File: config.mk
export PLATFORM = sky130hd
export DESIGN_NAME = l4etc_classifier
export DESIGN_NICKNAME = d
export VERILOG_FILES = /design/src/core/l4etc_pkg.sv /design/src/core/l4etc_port_match.sv /design/src/core/l4etc_classifier.sv
export VERILOG_INCLUDE_DIRS = /design/src /design/src/core
export SDC_FILE = /design/constraint.sdc
export NUM_CORES = 1
export LEC_CHECK = 0
export CAP_MARGIN = 20
export CORE_AREA = 5 5 208 210
export DETAILED_ROUTE_END_ITERATION = 10
export DIE_AREA = 0 0 213 215
export DONT_BUFFER_PORTS = 1
export SYNTH_ARGS = -nofsm -noshare
export SYNTH_HDL_FRONTEND = slang
export SYNTH_SLANG_ARGS = --single-unit
File: constraint.sdc
create_clock -name aclk -period 4.1 [get_ports aclk]
set_clock_uncertainty 0.05 [all_clocks]
set_input_delay 0.41 -clock aclk [delete_from_list [all_inputs] [get_ports aclk]]
set_output_delay 0.41 -clock aclk [all_outputs]
set_load 0.01 [all_outputs]
File: src/core/l4etc_defs.svh
// register offsets, field positions, encodings and reset values
`ifndef L4ETC_DEFS_SVH
`define L4ETC_DEFS_SVH

// ==========================================================
// register byte offsets
`define L4ETC_OFF_CTRL       6'h00
`define L4ETC_OFF_SRC_MODE   6'h04
`define L4ETC_OFF_SRC_RANGE  6'h08
`define L4ETC_OFF_DST_MODE   6'h0C
`define L4ETC_OFF_DST_RANGE  6'h10
`define L4ETC_OFF_FLAGS      6'h14
`define L4ETC_OFF_ETYPE      6'h18
`define L4ETC_OFF_PORT_DEF   6'h1C
`define L4ETC_OFF_STATUS     6'h20
`define L4ETC_OFF_HIT_COUNT  6'h24

// ==========================================================
// field positions
`define L4ETC_CTRL_EN_BIT     0
`define L4ETC_CTRL_ETYPE_BIT  1
`define L4ETC_CTRL_PERMIT_BIT 2
`define L4ETC_ETYPE_SPEC_BIT  16

// ==========================================================
// port filter modes and flag settings
`define L4ETC_MODE_ANY    2'h0
`define L4ETC_MODE_ONE    2'h1
`define L4ETC_MODE_RANGE  2'h2
`define L4ETC_FLAG_ANY    2'h0
`define L4ETC_FLAG_CLR    2'h1
`define L4ETC_FLAG_SET    2'h2

// ==========================================================
// ethertype limits
`define L4ETC_ETYPE_MIN   16'h0600
`define L4ETC_ETYPE_IPV4  16'h0800
`define L4ETC_ETYPE_ARP   16'h0806
`define L4ETC_ETYPE_IPV6  16'h86DD

// ==========================================================
// reset values and bus answers
`define L4ETC_RST_ETYPE   16'h0600
`define L4ETC_RST_HI      16'hFFFF
`define L4ETC_RESP_OKAY   2'h0
`define L4ETC_RESP_SLVERR 2'h2

`endif

File: src/core/l4etc_pkg.sv
// types shared by the classifier files
package l4etc_pkg;

	// ==========================================================
	// write channel progress, gray along idle-addr-resp
	typedef enum logic [1:0] {
		L4ETC_WR_IDLE = 2'b00,
		L4ETC_WR_ADDR = 2'b01,
		L4ETC_WR_RESP = 2'b11,
		L4ETC_WR_DATA = 2'b10
	} l4etc_wr_t;

	typedef logic [1:0] l4etc_mode_t;

endpackage : l4etc_pkg

File: src/core/l4etc_port_match.sv
// one port-number condition: any, single value or inclusive range
`timescale 1ns/100ps
`include "l4etc_defs.svh"

module l4etc_port_match #(
	parameter int W = 16
) (
	input  wire l4etc_pkg::l4etc_mode_t mode,
	input  wire logic [W-1:0]           lo,
	input  wire logic [W-1:0]           hi,
	input  wire logic [W-1:0]           port,
	output logic                        ok
);

	always_comb begin
		case (mode)
			`L4ETC_MODE_ONE:   ok = (port == lo);
			// both bounds count as inside
			`L4ETC_MODE_RANGE: ok = (port >= lo) && (port <= hi);
			default:           ok = 1'b1;
		endcase
	end

endmodule : l4etc_port_match

File: src/core/l4etc_classifier.sv
// one access entry matcher with its axi4-lite register file
`timescale 1ns/100ps
`include "l4etc_defs.svh"

// What this block does
// source filter any ignores source port
// single source value must equal port
// source range bounds hold port
// destination filter any ignores destination port
// single destination value must equal port
// destination range bounds hold port
// FIN setting: set, clear or ignore
// SYN setting: set, clear or ignore
// RST setting: set, clear or ignore
// PSH setting: set, clear or ignore
// ACK setting: set, clear or ignore
// URG setting: set, clear or ignore
// ethertype compare only in ethertype class
// ethertype filter any or single value
// stored ethertype legal, common types refused
// port defaults apply when entry misses
// hit needs every condition at once
// range includes both bounds
module l4etc_classifier #(
	parameter int NUM_PORTS = 8,
	parameter int PORT_W    = 3,
	parameter int ADDR_W    = 6
) (
	input  wire logic                 aclk,
	input  wire logic                 aresetn,
	input  wire logic [ADDR_W-1:0]    s_axi_awaddr,
	input  wire logic                 s_axi_awvalid,
	output logic                      s_axi_awready,
	input  wire logic [31:0]          s_axi_wdata,
	input  wire logic [3:0]           s_axi_wstrb,
	input  wire logic                 s_axi_wvalid,
	output logic                      s_axi_wready,
	output logic [1:0]                s_axi_bresp,
	output logic                      s_axi_bvalid,
	input  wire logic                 s_axi_bready,
	input  wire logic [ADDR_W-1:0]    s_axi_araddr,
	input  wire logic                 s_axi_arvalid,
	output logic                      s_axi_arready,
	output logic [31:0]               s_axi_rdata,
	output logic [1:0]                s_axi_rresp,
	output logic                      s_axi_rvalid,
	input  wire logic                 s_axi_rready,
	input  wire logic                 frm_valid,
	input  wire logic [PORT_W-1:0]    frm_port,
	input  wire logic [15:0]          frm_src_port,
	input  wire logic [15:0]          frm_dst_port,
	input  wire logic [5:0]           frm_tcp_flags,
	input  wire logic [15:0]          frm_ethertype,
	output logic                      res_valid,
	output logic                      res_hit,
	output logic                      res_permit
);

	// ==========================================================
	// state
	typedef struct packed {
		l4etc_pkg::l4etc_wr_t   wr;
		logic [ADDR_W-1:0]      aw_addr;
		logic [31:0]            w_data;
		logic [3:0]             w_strb;
		logic [1:0]             bresp;
		logic                   rvalid;
		logic [31:0]            rdata;
		logic [1:0]             rresp;
		logic                   entry_en;
		logic                   etype_class;
		logic                   entry_permit;
		l4etc_pkg::l4etc_mode_t src_mode;
		logic [15:0]            src_lo;
		logic [15:0]            src_hi;
		l4etc_pkg::l4etc_mode_t dst_mode;
		logic [15:0]            dst_lo;
		logic [15:0]            dst_hi;
		logic [11:0]            flag_cfg;
		logic                   etype_spec;
		logic [15:0]            etype_val;
		logic [NUM_PORTS-1:0]   port_permit;
		logic                   res_valid;
		logic                   res_hit;
		logic                   res_permit;
		logic [31:0]            hit_count;
	} l4etc_state_t;

	l4etc_state_t st;
	l4etc_state_t next_st;

	// ==========================================================
	// byte-lane merge
	function automatic logic [31:0] l4etc_merge(
		input logic [31:0] old_v,
		input logic [31:0] new_v,
		input logic [3:0]  strb
	);
		logic [31:0] r;
		r = old_v;
		for (int b = 0; b < 4; b++) begin
			if (strb[b]) begin
				r[8*b +: 8] = new_v[8*b +: 8];
			end
		end
		return r;
	endfunction : l4etc_merge

	// ==========================================================
	// legal ethertype check
	function automatic logic l4etc_etype_legal(input logic [15:0] v);
		return (v >= `L4ETC_ETYPE_MIN) && (v != `L4ETC_ETYPE_IPV4) &&
			(v != `L4ETC_ETYPE_ARP) && (v != `L4ETC_ETYPE_IPV6);
	endfunction : l4etc_etype_legal

	// ==========================================================
	// match conditions
	logic       src_ok;
	logic       dst_ok;
	logic [5:0] flag_ok;
	logic       etype_ok;
	logic       hit_now;

	// source condition
	l4etc_port_match #(
		.W (16)
	) u_src_match (
		.mode (st.src_mode),
		.lo   (st.src_lo),
		.hi   (st.src_hi),
		.port (frm_src_port),
		.ok   (src_ok)
	);

	// destination condition
	l4etc_port_match #(
		.W (16)
	) u_dst_match (
		.mode (st.dst_mode),
		.lo   (st.dst_lo),
		.hi   (st.dst_hi),
		.port (frm_dst_port),
		.ok   (dst_ok)
	);

	// flag i: 0 fin, 1 syn, 2 rst, 3 psh, 4 ack, 5 urg
	// per-flag setting
	genvar gi;
	generate
		for (gi = 0; gi < 6; gi++) begin : g_flag
			always_comb begin
				case (st.flag_cfg[2*gi +: 2])
					`L4ETC_FLAG_CLR: flag_ok[gi] = ~frm_tcp_flags[gi];
					`L4ETC_FLAG_SET: flag_ok[gi] = frm_tcp_flags[gi];
					default:         flag_ok[gi] = 1'b1;
				endcase
			end
		end
	endgenerate

	// ethertype only in its class
	assign etype_ok = ~st.etype_class | ~st.etype_spec |
		(frm_ethertype == st.etype_val);

	// all conditions together
	assign hit_now = st.entry_en & src_ok & dst_ok & (&flag_ok) & etype_ok;

	// ==========================================================
	// bus handshakes
	logic              aw_fire;
	logic              w_fire;
	logic              ar_fire;
	logic              got_a;
	logic              got_d;
	logic [ADDR_W-1:0] wa;
	logic [31:0]       wd;
	logic [3:0]        ws;
	logic [5:0]        wreg;
	logic [5:0]        rreg;

	assign s_axi_awready = (st.wr == l4etc_pkg::L4ETC_WR_IDLE) ||
		(st.wr == l4etc_pkg::L4ETC_WR_DATA);
	assign s_axi_wready  = (st.wr == l4etc_pkg::L4ETC_WR_IDLE) ||
		(st.wr == l4etc_pkg::L4ETC_WR_ADDR);
	assign s_axi_arready = ~st.rvalid;

	assign aw_fire = s_axi_awvalid & s_axi_awready;
	assign w_fire  = s_axi_wvalid & s_axi_wready;
	assign ar_fire = s_axi_arvalid & s_axi_arready;
	assign got_a   = aw_fire | (st.wr == l4etc_pkg::L4ETC_WR_ADDR);
	assign got_d   = w_fire | (st.wr == l4etc_pkg::L4ETC_WR_DATA);
	assign wa      = aw_fire ? s_axi_awaddr : st.aw_addr;
	assign wd      = w_fire ? s_axi_wdata : st.w_data;
	assign ws      = w_fire ? s_axi_wstrb : st.w_strb;
	// word aligned: low address bits ignored
	assign wreg    = {wa[5:2], 2'b00};
	assign rreg    = {s_axi_araddr[5:2], 2'b00};

	// ==========================================================
	// next state
	always_comb begin
		logic [31:0] old_v;
		logic [31:0] new_v;
		old_v   = 32'h0000_0000;
		new_v   = 32'h0000_0000;
		next_st = st;

		// ---- write channel
		case (st.wr)
			l4etc_pkg::L4ETC_WR_IDLE,
			l4etc_pkg::L4ETC_WR_ADDR,
			l4etc_pkg::L4ETC_WR_DATA: begin
				if (aw_fire) begin
					next_st.aw_addr = s_axi_awaddr;
				end
				if (w_fire) begin
					next_st.w_data = s_axi_wdata;
					next_st.w_strb = s_axi_wstrb;
				end
				if (got_a && got_d) begin
					next_st.wr    = l4etc_pkg::L4ETC_WR_RESP;
					next_st.bresp = `L4ETC_RESP_OKAY;
					case (wreg)
						`L4ETC_OFF_CTRL: begin
							old_v = {29'h0000_0000, st.entry_permit,
								st.etype_class, st.entry_en};
							new_v = l4etc_merge(old_v, wd, ws);
							next_st.entry_en     = new_v[`L4ETC_CTRL_EN_BIT];
							next_st.etype_class  =
								new_v[`L4ETC_CTRL_ETYPE_BIT];
							next_st.entry_permit =
								new_v[`L4ETC_CTRL_PERMIT_BIT];
						end
						`L4ETC_OFF_SRC_MODE: begin
							new_v = l4etc_merge({30'h0000_0000, st.src_mode},
								wd, ws);
							next_st.src_mode = new_v[1:0];
						end
						`L4ETC_OFF_SRC_RANGE: begin
							new_v = l4etc_merge({st.src_hi, st.src_lo},
								wd, ws);
							next_st.src_lo = new_v[15:0];
							next_st.src_hi = new_v[31:16];
						end
						`L4ETC_OFF_DST_MODE: begin
							new_v = l4etc_merge({30'h0000_0000, st.dst_mode},
								wd, ws);
							next_st.dst_mode = new_v[1:0];
						end
						`L4ETC_OFF_DST_RANGE: begin
							new_v = l4etc_merge({st.dst_hi, st.dst_lo},
								wd, ws);
							next_st.dst_lo = new_v[15:0];
							next_st.dst_hi = new_v[31:16];
						end
						`L4ETC_OFF_FLAGS: begin
							new_v = l4etc_merge({20'h0_0000, st.flag_cfg},
								wd, ws);
							next_st.flag_cfg = new_v[11:0];
						end
						`L4ETC_OFF_ETYPE: begin
							old_v = {15'h0000, st.etype_spec, st.etype_val};
							new_v = l4etc_merge(old_v, wd, ws);
							// illegal value refused, old kept
							if (l4etc_etype_legal(new_v[15:0])) begin
								next_st.etype_val  = new_v[15:0];
								next_st.etype_spec =
									new_v[`L4ETC_ETYPE_SPEC_BIT];
							end else begin
								next_st.bresp = `L4ETC_RESP_SLVERR;
							end
						end
						`L4ETC_OFF_PORT_DEF: begin
							old_v = 32'h0000_0000;
							old_v[NUM_PORTS-1:0] = st.port_permit;
							new_v = l4etc_merge(old_v, wd, ws);
							next_st.port_permit = new_v[NUM_PORTS-1:0];
						end
						`L4ETC_OFF_STATUS: begin
							next_st.bresp = `L4ETC_RESP_OKAY;
						end
						`L4ETC_OFF_HIT_COUNT: begin
							next_st.hit_count = 32'h0000_0000;
						end
						default: begin
							next_st.bresp = `L4ETC_RESP_SLVERR;
						end
					endcase
				end else if (got_a) begin
					next_st.wr = l4etc_pkg::L4ETC_WR_ADDR;
				end else if (got_d) begin
					next_st.wr = l4etc_pkg::L4ETC_WR_DATA;
				end
			end
			l4etc_pkg::L4ETC_WR_RESP: begin
				if (s_axi_bready) begin
					next_st.wr = l4etc_pkg::L4ETC_WR_IDLE;
				end
			end
			default: begin
				next_st.wr = l4etc_pkg::L4ETC_WR_IDLE;
			end
		endcase

		// ---- read channel
		if (st.rvalid && s_axi_rready) begin
			next_st.rvalid = 1'b0;
		end
		if (ar_fire) begin
			next_st.rvalid = 1'b1;
			next_st.rresp  = `L4ETC_RESP_OKAY;
			next_st.rdata  = 32'h0000_0000;
			case (rreg)
				`L4ETC_OFF_CTRL:
					next_st.rdata = {29'h0000_0000, st.entry_permit,
						st.etype_class, st.entry_en};
				`L4ETC_OFF_SRC_MODE:
					next_st.rdata = {30'h0000_0000, st.src_mode};
				`L4ETC_OFF_SRC_RANGE:
					next_st.rdata = {st.src_hi, st.src_lo};
				`L4ETC_OFF_DST_MODE:
					next_st.rdata = {30'h0000_0000, st.dst_mode};
				`L4ETC_OFF_DST_RANGE:
					next_st.rdata = {st.dst_hi, st.dst_lo};
				`L4ETC_OFF_FLAGS:
					next_st.rdata = {20'h0_0000, st.flag_cfg};
				`L4ETC_OFF_ETYPE:
					next_st.rdata = {15'h0000, st.etype_spec, st.etype_val};
				`L4ETC_OFF_PORT_DEF:
					next_st.rdata[NUM_PORTS-1:0] = st.port_permit;
				`L4ETC_OFF_STATUS:
					next_st.rdata = {29'h0000_0000, st.res_valid,
						st.res_permit, st.res_hit};
				`L4ETC_OFF_HIT_COUNT:
					next_st.rdata = st.hit_count;
				default:
					next_st.rresp = `L4ETC_RESP_SLVERR;
			endcase
		end

		// ---- classification, one cycle after the frame
		next_st.res_valid = frm_valid;
		if (frm_valid) begin
			next_st.res_hit = hit_now;
			// miss falls back to port default
			next_st.res_permit = hit_now ? st.entry_permit :
				st.port_permit[frm_port];
			// count wins over a clear in the same cycle
			if (hit_now) begin
				next_st.hit_count = st.hit_count + 32'h0000_0001;
			end
		end
	end

	// ==========================================================
	// registers
	always_ff @(posedge aclk) begin
		if (!aresetn) begin
			st              <= '0;
			st.wr           <= l4etc_pkg::L4ETC_WR_IDLE;
			st.src_mode     <= `L4ETC_MODE_ANY;
			st.src_hi       <= `L4ETC_RST_HI;
			st.dst_mode     <= `L4ETC_MODE_ANY;
			st.dst_hi       <= `L4ETC_RST_HI;
			st.etype_val    <= `L4ETC_RST_ETYPE;
			// ports permit by default
			st.port_permit  <= '1;
		end else begin
			st <= next_st;
		end
	end

	// ==========================================================
	// outputs
	assign s_axi_bvalid = (st.wr == l4etc_pkg::L4ETC_WR_RESP);
	assign s_axi_bresp  = st.bresp;
	assign s_axi_rvalid = st.rvalid;
	assign s_axi_rdata  = st.rdata;
	assign s_axi_rresp  = st.rresp;
	assign res_valid    = st.res_valid;
	assign res_hit      = st.res_hit;
	assign res_permit   = st.res_permit;

endmodule : l4etc_classifier

==> results of run 1 <==
[through the flow]
stage / hold slack, ps / area [um^2] / utilization / cells
3_3_place_gp: 436.1 / 12460 / 0.3011 / 1900
2_1_floorplan: 405.6 / 12240 / - / 1451
3_5_place_dp: 446.8 / 12480 / 0.3015 / 1901
6_report: -0.09437 / 13510 / 0.3264 / 1957
5_1_grt: 22.96 / 13510 / 0.3264 / 1957
4_1_cts: 14.43 / 13500 / 0.3262 / 1956
[cell type report]
class / instances / area [um^2] / area share
multi-input combinational: 1029 / 6874 / 0.5089
timing repair buffer: 35 / 312.8 / 0.02316
clock buffer: 40 / 824.5 / 0.06104
clock inverter: 5 / 81.33 / 0.006021
tap: 539 / 674.4 / 0.04993
inverter: 89 / 336.6 / 0.02492
sequential: 220 / 4404 / 0.3260
[cell usage in the layout, fill, tap and decap left out, types with 17 or more instances in the layout]
master / instances
a211oi_1: 53
a21oi_1: 91
a222oi_1: 26
and2_1: 20
and3_1: 26
buf_4: 24
clkbuf_16: 27
dfxtp_1: 220
ha_1: 81
inv_1: 88
mux2i_1: 44
nand2_1: 164
nand3_1: 38
nand4_1: 25
nor2_1: 165
o211ai_1: 35
o21ai_0: 24
xnor2_1: 17
[layer usage]
layer  wire (um)  share of wire
met2       18890           0.45
met4        1292          0.031
met3        3348          0.080
met1       18230           0.44
met5          13        0.00031
[final timing paths]
| path | start | end | slack [ps] | depth (start not counted) |
|---|---|---|---|---|
| max | st[137] | st[29] | 840 | 10 |
| min | s_axi_wdata[0] | st[184] | -0.09 | 2 |
| max reg2reg | st[137] | st[29] | 840 | 10 |
| min reg2reg | st[36] | st[36] | 460 | 2 |
[cell families (layout without fill, tap and decap cells)]
family          after synthesis  count (layout)  synth area share
compound gates              336             336            0.2016
fa+ha+maj                    81              81           0.08281
mux                          60              60           0.05541
buf+inv                     202             169           0.07954
other cells                   1               2         0.0003064
xor+xnor                     18              18           0.01288
flops                       220             220            0.3599
simple gates                532             532            0.2075
[sequential cells by signal (all words and copies together) (netlist names)]
| register | flops |
|---|---|
| s_axi_rvalid | 1 |
| res_hit | 1 |
| s_axi_rresp | 1 |
| s_axi_bresp | 1 |
| res_permit | 1 |
| res_valid | 1 |
| st | 182 |
| s_axi_rdata | 32 |
[synth_stat cells, drive strengths merged (12+ instances only)]
cell and count:
a211oi 54, a21oi 94, a222oi 26, a22oi 13, a31oi 13, and2 22
and3 26, buf 64, clkbuf 49, dfxtp 220, ha 81, inv 89
mux2i 48, nand2 165, nand3 38, nand4 25, nor2 168, nor2b 12
nor3 17, o211ai 35, o21ai 29, xnor2 17
[critical path, delay by kind of cell (launching register included)]
kind            cells  cell delay [ps]
compound gates      3              710
simple gates        5             1620
buf+inv             1               80
fa+ha+maj           1              330
flops               1              390
[power breakdown]
group | switching (mW) | total [mW] | internal, mW
clock | 0.944 | 2.44 | 1.50
combinational | 0.300 | 0.475 | 0.175
sequential | 0.0400 | 2.23 | 2.19
==> results by stage, run 1 <==
Outcome:
- The run finished, with violations left.
- The final reports fail on negative hold slack.

Setup path:
- The worst setup path is captured at a flop.
- The slowest library cell on the worst path is a221oi_4.
- The critical path goes through inv_1 > ha_1 > nand4_1 > nor4_2 > nor4b_4 > o41ai_4 > a221oi_4 > nand2_2 > or3_1 > o21ai_1.
- The arrival time at the worst endpoint is ~3700 ps.
- For the worst setup path, the data required time is around 4500 ps.
- The largest fanout of any net on the critical path is 14.
- The critical path class is flop to flop.
- The critical path launch point type is a flop.
- The delay of the slowest critical-path stage is 460 ps.

STA:
- Once routing completed, OpenROAD measured the worst setup slack at 840.5 ps.
- In this run the tightest slew margin relative to its limit is 0.3363.
- Setup repair after global routing left no endpoint under its margin.
- The tightest hold path in the finished design has a slack of -0.09437 ps.
- The final max-slew violation count is 0.
- Setup violations remaining at the end of the flow were counted as 0.
- The final-report hold violation count is 1.
- The total negative setup slack is 0 ps.
- Of the available clock period, the critical path in the final layout requires 0.7950.
- Derived from the worst setup path, the maximum achievable clock frequency is 306.8 MHz.
- The routed design could run at a clock period as short as between 3000 and 4000 ps.
- The slew of the pin with the lowest slew margin is roughly 1000 ps.

Min path:
- The path type of the worst min-delay path is input pin to flop.

Power:
- VDD sags by at most a little under 0.0003 V.
- Total power for the finished layout comes to 5.142 mW.
- For this design the ratio of total power to cell area is about 380 nW/um^2.
- The reported leakage power is 5.200 nW.

Clock tree:
- The CTS H-tree depth is 1.
- At the later pin of the worst-skew pair, clock insertion delay measures 550 ps.
- Buffers added to address setup during post-CTS repair amount to 0.
- The count of clock tree sinks is 220.
- The root buffer selected by CTS is clkbuf_16.
- The buffer levels on the longest clock path is 3.
- Clock-pin slew was measured on the worst setup and hold paths at approximately 60 ps.
- The number of clock buffers inserted by TritonCTS is 26.
- The number of hold buffers added after CTS was 10.
- Gates resized during post-CTS repair numbered 0.
- The CTS tree is done.

Routing:
- For this block, the via count after detailed routing is 10540.
- The detail route stage leaves a number of antenna-violating nets equal to 0.
- The post-detailed-route wirelength per cell is roughly 21 um.
- The first TritonRoute pass finished after 7 iterations.
- Wires add up to 41780 um.
- The vias per cell is 5.383.
- The number of design-rule violations left by the first detailed-router iteration is 1013.
- The count of unresolved DRC violations after routing is 0.

Cells and area:
- The area added between synthesis and finish is 10.38%.
- The count of fill cells added during filler insertion is between 4000 and 5000.
- In the final layout, the share of cells above drive strength 1 is 0.08745.
- The net count of the finished layout is 1595.
- The number of antenna diodes in the final layout is 0.

Yosys:
- The average size of a mapped cell is approximately 8.4 um^2.
- The share of the Yosys chip area taken by registers is 0.3599.
- After synthesis, the cell types taking the most area are dfxtp_1 (36%), ha_1 (8.3%), nor2_1 (5.1%), nand2_1 (5.0%), a21oi_1 (3.7%).
- In the synthesized netlist, the number of instances is 1450.
- The number of flops mapped to enable cells by yosys is 0.
- In this run the cell area of the synthesized design comes to around 12000 um^2.
- For this run, the number of Yosys warnings is 0.
- The flip-flop and latch count after synthesis is 220.
- Counting flops with an async set or reset pin after synthesis yields a share of 0.
- Among all flip-flop cells after synthesis, the most frequent one is dfxtp_1.
- The count of cell types in the netlist is 93.
- The post-synthesis cell type with the largest combined area is dfxtp_1.
- The share of Yosys cell area claimed by the top area cell type is 0.3599.

GRT:
- The met3 capacity usage during global routing is 0.04433.
- The pin count of the biggest net entering global routing is 92.
- In the global route stage, overall resource usage came out at 0.1772.
- Global routing finished with a remaining overflow of 0.
- The number of antenna violations at the first check in global routing was 1.
- For this run, global-route usage on met2 was measured as 0.2845.
- The number of global-route vias before repair is 10290.
- For met1 alone, demand over resource in global routing was 0.2370.
- The global routing stage identified its most utilized layer as met2.
- The first global-routing pass estimated about 63000 um of wire.

Die:
- The floorplan has 75 rows.
- The count of pins on the block boundary is between 150 and 200.
- Measured along the y axis, the die boundary spans 215 um.
- The initial utilization of the core area, before any placement, comes to 0.2957.
- The placeable core region is just over 40000 um^2.
- The full die area is roughly 46000 um^2.
- The x dimension of the die is 213 um.

Place:
- The last weighted congestion value of the routability-driven placer is 0.9079.
- The placed wire-length estimate after detailed placement is 31950 um.
- The setup slack at placement is 741.5 ps.
- The count of buffers added on input and output ports is 0.

Run:
- The tool flagged a number of max-cap violations equal to 0.
Power figures use the tool's default switching activity.
==> run 2, diff against run 1 <==
--- a/config.mk
+++ b/config.mk
@@ -6,10 +6,11 @@
 export SDC_FILE = /design/constraint.sdc
 export NUM_CORES = 1
 export LEC_CHECK = 0
+export ABC_AREA = 1
 export CAP_MARGIN = 20
-export CORE_AREA = 5 5 208 210
+export CORE_AREA = 5 5 218 220
 export DETAILED_ROUTE_END_ITERATION = 10
-export DIE_AREA = 0 0 213 215
+export DIE_AREA = 0 0 223 225
 export DONT_BUFFER_PORTS = 1
 export SYNTH_ARGS = -nofsm -noshare
 export SYNTH_HDL_FRONTEND = slang
==> constraint.sdc (replaced) <==
create_clock -name aclk -period 2.8 [get_ports aclk]
set_clock_uncertainty 0.05 [all_clocks]
set_input_delay 0.28 -clock aclk [delete_from_list [all_inputs] [get_ports aclk]]
set_output_delay 0.28 -clock aclk [all_outputs]
set_load 0.01 [all_outputs]
==> run 2 against run 1 <==
Effect of this change:
- via count rose by 24%
- critical path depth fell by 2
- first-iteration DRC count rose by 0.59%
- synthesized area rose by 9.8%
- final area rose by 12%
- routed wire length rose by 15%
- register-to-register slack got worse by 550 ps
- synthesized cell count rose by 37%
- the flow now finishes without violations
- sequential cell count did not move
- combinational power rose by 110%
- largest cell class unchanged
==> results by stage, run 2 <==
Outcome:
- The flow ran to the end, and the final reports show no timing, DRC or antenna violations.

STA:
- The final-report hold violation count is 0.
- Static timing analysis puts the maximum clock frequency at 398.7 MHz.
- The slew of the pin with the lowest slew margin is between 700 and 800 ps.
- Setup repair after global routing could not meet its margin everywhere.
- In the post-route analysis, the smallest setup slack over all paths is between 200 and 300 ps.
- The final max-slew violation count was 0.
- Setup violations remaining at the end of the flow were counted as 0.
- The worst slew slack as a fraction of its limit is 0.5036.
- Hold is met by ~23 ps.
- The worst path in the final design needs a cycle of 2508 ps, including I/O delays and setup.
- The final cycle utilization of the critical path is 0.8957.
- For the final routed database, the setup TNS stands at 0 ps.

Cells and area:
- Of the cells placed in the final design, the portion with a size suffix greater than 1 is 0.05673.
- The register with the most flip-flops in the layout has 182 of them.
- The commonest non-fill, non-tap cell in the layout is nand2_1.
- The diode insertion count for antenna repair is 0.
- Compared with the post-synthesis result, the final layout area differs by 13.12%.
- The library cells used most frequently in the layout, excluding fill and tap cells, are nand2_1 (420), nor2_1 (240), inv_1 (238), dfxtp_1 (220), a21oi_1 (169).
- The fraction of the core area covered by cells at the end of the flow is 0.3370.
- Ranked by flip-flop count, first place goes to st.
- After the flow finishes, the layout carries non-filler instances totaling 2592.
- The final layout contains roughly 2200 nets.
- The layout has between 4000 and 5000 filler cells.
- After routing the design area is 15190 um^2.

GRT:
- Across every metal layer, demand over resource in global routing totals 0.1850.
- The first global-routing pass estimated ~74000 um of wire.
- The pin count of the biggest net entering global routing is between 70 and 80.
- The met3 capacity usage during global routing is 0.03999.
- The global-route track usage on met2 is 0.3031.
- The met1 routing resource usage after global routing is 0.2508.
- The busiest layer in global routing is met2.
- The number of global-route vias before repair is 12520.
- After global routing the overflow that remains totals 0.
- The number of antenna violations at the first check in global routing was 2.

Clock tree:
- The tree built by TritonCTS fans out to 220 sinks.
- The root buffer selected by CTS is clkbuf_16.
- No sink is reached through more buffers than the 3 on the longest clock path.
- The clock reaches the later pin of the worst-skew pair after 560 ps.
- The CTS H-tree depth is 1.
- The number of clock buffers inserted by TritonCTS is 26.
- The post-CTS repair timing setup buffer count is 0.
- The clock-pin slew reported for the worst setup and hold paths after clock tree synthesis is about 60 ps.
- TritonCTS built the clock tree.

Yosys:
- The main flop type after synthesis is dfxtp_1.
- The share of Yosys cell area claimed by the top area cell type is 0.3279.
- The cell with the most instances after synthesis is nand2_1.
- The register area share after synthesis is 0.3279.
- The post-synthesis async set-or-reset flop share is 0.
- Counting distinct cell types in the post-synthesis netlist gives 48.
- In the synthesized netlist, the number of instances is 1989.
- The number of flops mapped to enable cells by yosys is 0.
- Ranked by total cell area, the synthesized netlist is headed by dfxtp_1 (33%), nand2_1 (12%), ha_1 (7.5%), nor2_1 (6.7%), inv_1 (6.7%).
- The average size of a mapped cell is 6.753 um^2.
- The biggest area contributor in the post-synthesis netlist is dfxtp_1.
- For this run, the number of Yosys warnings is 0.
- After synthesis, the most frequently instantiated cells are nand2_1 (420), nor2_1 (240), inv_1 (239).
- The synthesized netlist occupies a cell area of 13430 um^2.
- Counting flops and latches in the post-synthesis netlist gives 220.

Die:
- The initialized floorplan defines ~80 standard-cell rows.
- The x dimension of the die is 223 um.
- The placeable core region is 45090 um^2.
- The height of the die is 225 um.
- The starting density of the core is 0.2979.
- The die covers 50180 um^2.
- The count of pins on the block boundary is 157.

Place:
- The count of buffers inserted at the top-level ports is 0.
- The setup slack at placement is about 220 ps.
- At the end of routability-driven placement, the weighted congestion stood at 0.9178.
- The placement-stage cell area is 13790 um^2.
- The placed instance count is between 2000 and 3000.
- Detailed placement ended at an HPWL of between 30000 and 40000 um.

Routing:
- The number of design-rule violations left by the first detailed-router iteration is 1019.
- After detailed routing, the number of vias per cell comes to 5.040.
- The detailed router placed 13060 vias in this run.
- The number of optimization iterations in the first detailed-route pass is 6.
- In the routed design, unresolved DRC markers number 0.
- The final routed wirelength across all metal layers is about 48000 um.
- The count of antenna-violating nets left after detailed routing is 0.
- In the final routed layout, each cell accounts on average for 18.58 um.

Run:
- The max-cap check violation count is 0.

Setup path:
- The data required time at the worst endpoint is 3160 ps.
- For the worst setup path, the data arrival time is 2870 ps.
- The largest fanout of any net on the critical path is 16.
- The critical path is of the flop to flop type.
- Across all register-to-register paths, the minimum setup slack is 290 ps.
- The category of the worst setup path capture point is a flop.
- The worst setup path is launched from a flop.

Power:
- The power density over the cells is 536.5 nW/um^2.
- Summing internal, switching and leakage power gives 8.152 mW.
- Across the VDD grid, the largest voltage drop is 0.0004077 V.
- The reported leakage power is between 6 and 7 nW.

Min path:
- The min-delay analysis places its worst path in the category input pin to flop.
==> run 2: cell count changes in the layout (fill, tap and decap cells not counted), moves of 53 or more <==
cell      change
nor2_1       +75
nand3_1      +82
a21oi_1      +78
nand2_1     +256
o21ai_0     +104
inv_1       +150
a211oi_1     -53
==> run 2: layout make-up <==
type / count / area (um^2) / share of cell area
Sequential cell: 220 / 4404 / 0.2899
Tap cell: 600 / 750.7 / 0.04941
Inverter: 246 / 928.4 / 0.06111
Clock buffer: 39 / 790.8 / 0.05205
Multi-Input combinational cell: 1404 / 7435 / 0.4893
Clock inverter: 9 / 173.9 / 0.01145
Timing Repair Buffer: 74 / 710.7 / 0.04678
==> run 2: worst paths after layout <==
kind | startpoint | end | cells after the start
max | st[222] | st[75] | 8
min | s_axi_wdata[7] | st[191] | 4
max reg2reg | st[222] | st[75] | 8
min reg2reg | st[76] | st[76] | 2
==> run 2: logic make-up (layout without fill, tap and decap cells) <==
group,Yosys count,after routing,synth area share
AOI/OAI and AO/OA,381,381,0.1544
xor gates and xnor gates,42,42,0.02739
adders and majority gates,81,81,0.07545
buffers and inverters,366,368,0.1192
DFF,220,220,0.3279
muxes,19,19,0.01444
other,1,2,0.0002792
and+or+nand+nor,879,879,0.2809
==> run 2: what timing repair did <==
item | 4_1_cts | 5_1_grt
endpoints found under the hold margin | 152 | 0
endpoints found under the setup margin | 0 | 7
gates resized for setup | 0 | 1
hold buffers | 41 | 0
==> run 2: where the power goes <==
| part | internal [mW] | total (mW) | switching [mW] | leakage [nW] |
|---|---|---|---|---|
| registers | 3.23 | 3.31 | 0.0824 | 1.79 |
| logic | 0.339 | 1.01 | 0.676 | 4.48 |
| clock network | 2.40 | 3.82 | 1.42 | 0.476 |
| total | 5.97 | 8.15 | 2.18 | 6.75 |
==> run 2: metal layers <==
metal  vias to the layer above  share of wire  routed length [um]
met3                        85          0.084                4046
met2                       476           0.45               21720
met5                         -        0.00050                  24
met4                         4          0.025                1188
li1                       6466              -                   -
met1                      6033           0.44               21180
==> run 2: worst max-delay path, stage by stage, from the launching register on <==
cell,delay (ps)
dfxtp_1,320
inv_2,110
nand2_4,90
o21ai_1,280
inv_1,130
nor2_1,460
nand3_1,560
a21oi_1,270
o21ai_0,90
==> run 3, diff against run 2 <==
--- a/config.mk
+++ b/config.mk
@@ -8,9 +8,10 @@
 export LEC_CHECK = 0
 export ABC_AREA = 1
 export CAP_MARGIN = 20
-export CORE_AREA = 5 5 218 220
+export CORE_AREA = 5 5 230 209
+export CTS_BUF_LIST = sky130_fd_sc_hd__clkbuf_4
 export DETAILED_ROUTE_END_ITERATION = 10
-export DIE_AREA = 0 0 223 225
+export DIE_AREA = 0 0 235 214
 export DONT_BUFFER_PORTS = 1
 export SYNTH_ARGS = -nofsm -noshare
 export SYNTH_HDL_FRONTEND = slang
==> run 3 against run 2 <==
Effect of this change:
- non-clock buffer count up 40
- sequential power about the same
- total power down 9.9%
- clock power down 23%
- critical path type unchanged
- count of clock-buffer cells in the layout up 51
- first-iteration DRC count up 47%
- sequential share of layout area down 0.43 points
- combinational power up 9%
- worst setup slack worse by 150 ps
- final area up 1.6%
==> results by stage, run 3 (synthesis gave the netlist of run 2 again) <==
Clock tree:
- The H-tree was split into 3 levels.
- The worst-skew pair later-pin latency is approximately 790 ps.
- The tree built by TritonCTS fans out to 220 sinks.
- TritonCTS created 66 clock buffers.
- TritonCTS built the clock tree.
- The longest clock path from root to sink contains 3 buffers.
- Clock-pin slew was measured on the worst setup and hold paths at around 60 ps.
- The root buffer selected by CTS is clkbuf_4.

Power:
- Dividing total power by cell area gives a power density of between 400 and 500 nW/um^2.
- VDD sags by at most 0.0001979 V.
- The logic gate share of total power is 0.149.
- In this run the static leakage power is 6.899 nW.
- The power share of the clock group is 0.400.
- The total net switching power is 2.257 mW.
- The internal power summed over all cells is 5.087 mW.
- Of the total power, the share spent switching nets is 0.3074.
- Of the total power, registers draw 0.451.

Setup path:
- The setup path with the least slack is of type flop to flop.
- At the worst endpoint, the required time is 3440 ps.
- STA classifies the critical path startpoint as a flop.
- Of all nets on the critical path, the largest fanout is 10.
- The worst setup path is captured at a flop.
- The arrival time at the worst endpoint is 3300 ps.

STA:
- The final cycle utilization of the critical path is 0.9510.
- The worst slew slack as a fraction of its limit is 0.4060.
- Setup slack closes at ~140 ps.
- The routed design could run at a clock period as short as 2663 ps.
- The final-report hold violation count was 0.
- Timing would allow up to 375.6 MHz.
- The final max-slew violation count is 0.
- The final count of negative-setup-slack endpoints is 0.
- At the pin with the least slew margin, the transition time is 891.0 ps.
- Across all hold checks on the routed design, the worst slack comes to 37.65 ps.

Die:
- The starting density of the core is 0.2967.
- The height of the die is 214 um.
- The x dimension of the die is roughly 240 um.
- The full die area is 50290 um^2.
- For this design the top-level I/O count stands at 157.
- The number of cell rows is 74.
- The placeable core region is 45280 um^2.

Cells and area:
- The commonest non-fill, non-tap cell in the layout is nand2_1.
- The register bank with the most flops is st.
- After routing the design area is 15440 um^2.
- The fraction of the core area covered by cells at the end of the flow is 0.3410.
- From synthesis to final layout, the design area changed by 14.93%.
- The count of fill cells added during filler insertion is 4841.
- In the layout the commonest cells are nand2_1 (416), nor2_1 (240), inv_1 (238), dfxtp_1 (219), a21oi_1 (169).
- In the final layout, the share of cells above drive strength 1 is 0.08930.
- The post-route non-filler standard cell count is 2708.
- After the last flow step, the layout net total stands at roughly 2300.
- The number of flip-flops under the largest register name is 182.

Place:
- The HPWL after detailed placement is 37380 um.
- Routability-driven placement finished with a final weighted congestion of roughly 0.9.
- Buffers placed on the I/O ports in this run total 0.
- The placed instance count is 2520.
- The placement-stage cell area is 13850 um^2.
- The setup slack at placement is ~290 ps.

Routing:
- The number of optimization iterations in the first detailed-route pass is 5.
- Dividing the detail-routed via count by the number of cells gives 5.072.
- The count of unresolved DRC violations after routing is 0.
- The number of design-rule violations left by the first detailed-router iteration is 1497.
- Once detail routing completed, the nets flagged for antenna violations numbered 0.
- The final route contains roughly 14000 vias.
- The final routed wirelength across all metal layers is 49870 um.
- After detailed routing, the average wire length per cell comes to 18.42 um.

GRT:
- For this run, the total global-route usage over all layers was measured as 0.1882.
- For this run the aggregate overflow at the end of global routing stands at 0.
- The number of antenna violations at the first check in global routing is 3.
- The first-pass GRT wire length is approximately 75000 um.
- The number of global-route vias before repair is 12890.
- Entering global routing, the biggest net connects roughly 80 pins.

Outcome:
- The flow ran to the end, and the final reports show no timing, DRC or antenna violations.

Min path:
- The worst hold path belongs to the class input pin to flop.

Run:
- The max-cap check violation count is 0.
==> run 3: cell count changes in the layout (fill, tap and decap cells not counted), moves of 6 or more <==
cell           before  now
diode_2             0    6
clkbuf_8            7    0
clkbuf_4            0   90
buf_4              31   45
dlygate4sd3_1      39   65
clkbuf_16          27    0
clkinv_1            2   13
==> run 3: critical path, cell delays in order, from the launching register on <==
cell           delay [ps]
dfxtp_4               370
inv_8                 120
nand3_1                90
dlygate4sd3_1         580
nand2_2               170
nand2_1                80
nand2_1               100
nor2_1                 50
nand2_1                90
nor2_1                 70
nand2_2               150
nand3_2               130
nor2_4                160
buf_4                 170
nand3_1                80
a21oi_1               140
==> run 3: through the flow <==
stage	power [mW]	TNS, ps
floorplan	4.091	0
global placement	4.291	0
detailed placement	4.319	0
CTS	7.414	0
global route	7.746	-85.39
finish	7.344	0
==> run 3: layout make-up <==
cell class | instances | area, um^2 | area share
Tap cell | 608 | 760.7 | 0.04928
Clock buffer | 90 | 675.6 | 0.04377
Timing Repair inverter | 1 | 5.005 | 0.0003242
Multi-Input combinational cell | 1407 | 7500 | 0.4858
Timing Repair Buffer | 114 | 1069 | 0.06922
Antenna cell | 6 | 15.01 | 0.0009726
Inverter | 246 | 933.4 | 0.06046
Clock inverter | 16 | 71.32 | 0.004620
Sequential cell | 220 | 4408 | 0.2855
==> run 3: timing repair <==
item / 4_1_cts / 5_1_grt
hold buffers: 68 / 0
resized for setup: 0 / 14
setup endpoints to repair: 0 / 28
buffers inserted: 0 / 4
endpoints found under the hold margin: 218 / 0
==> run 3: power by group through the flow <==
| stage | Combinational, mW | Sequential, mW | Clock [mW] |
|---|---|---|---|
| after CTS | 1.06 | 3.31 | 3.04 |
| after global placement | 0.912 | 3.38 | 0 |
| after floorplan | 0.748 | 3.34 | 0 |
| final | 1.10 | 3.31 | 2.94 |
| after detailed placement | 0.938 | 3.38 | 0 |
| after global routing | 1.23 | 3.32 | 3.20 |
==> run 3: worst paths after layout <==
path,startpoint,endpoint,slack (ps),depth (start not counted)
worst max-delay path,st[223],st[47],140,15
worst min-delay path,s_axi_araddr[3],s_axi_rdata[0],40,5
worst max register to register,st[223],st[47],140,15
worst min register to register,st[79],st[79],420,2
==> run 3: metal layers <==
metal	part of all wire	vias to the layer above	routed length [um]	global-route usage
met1	0.45	6393	22400	0.2588
li1	-	6677	-	-
met4	0.031	0	1547	0.06131
met5	0	-	0	0
met2	0.43	567	21370	0.2876
met3	0.091	99	4544	0.05041
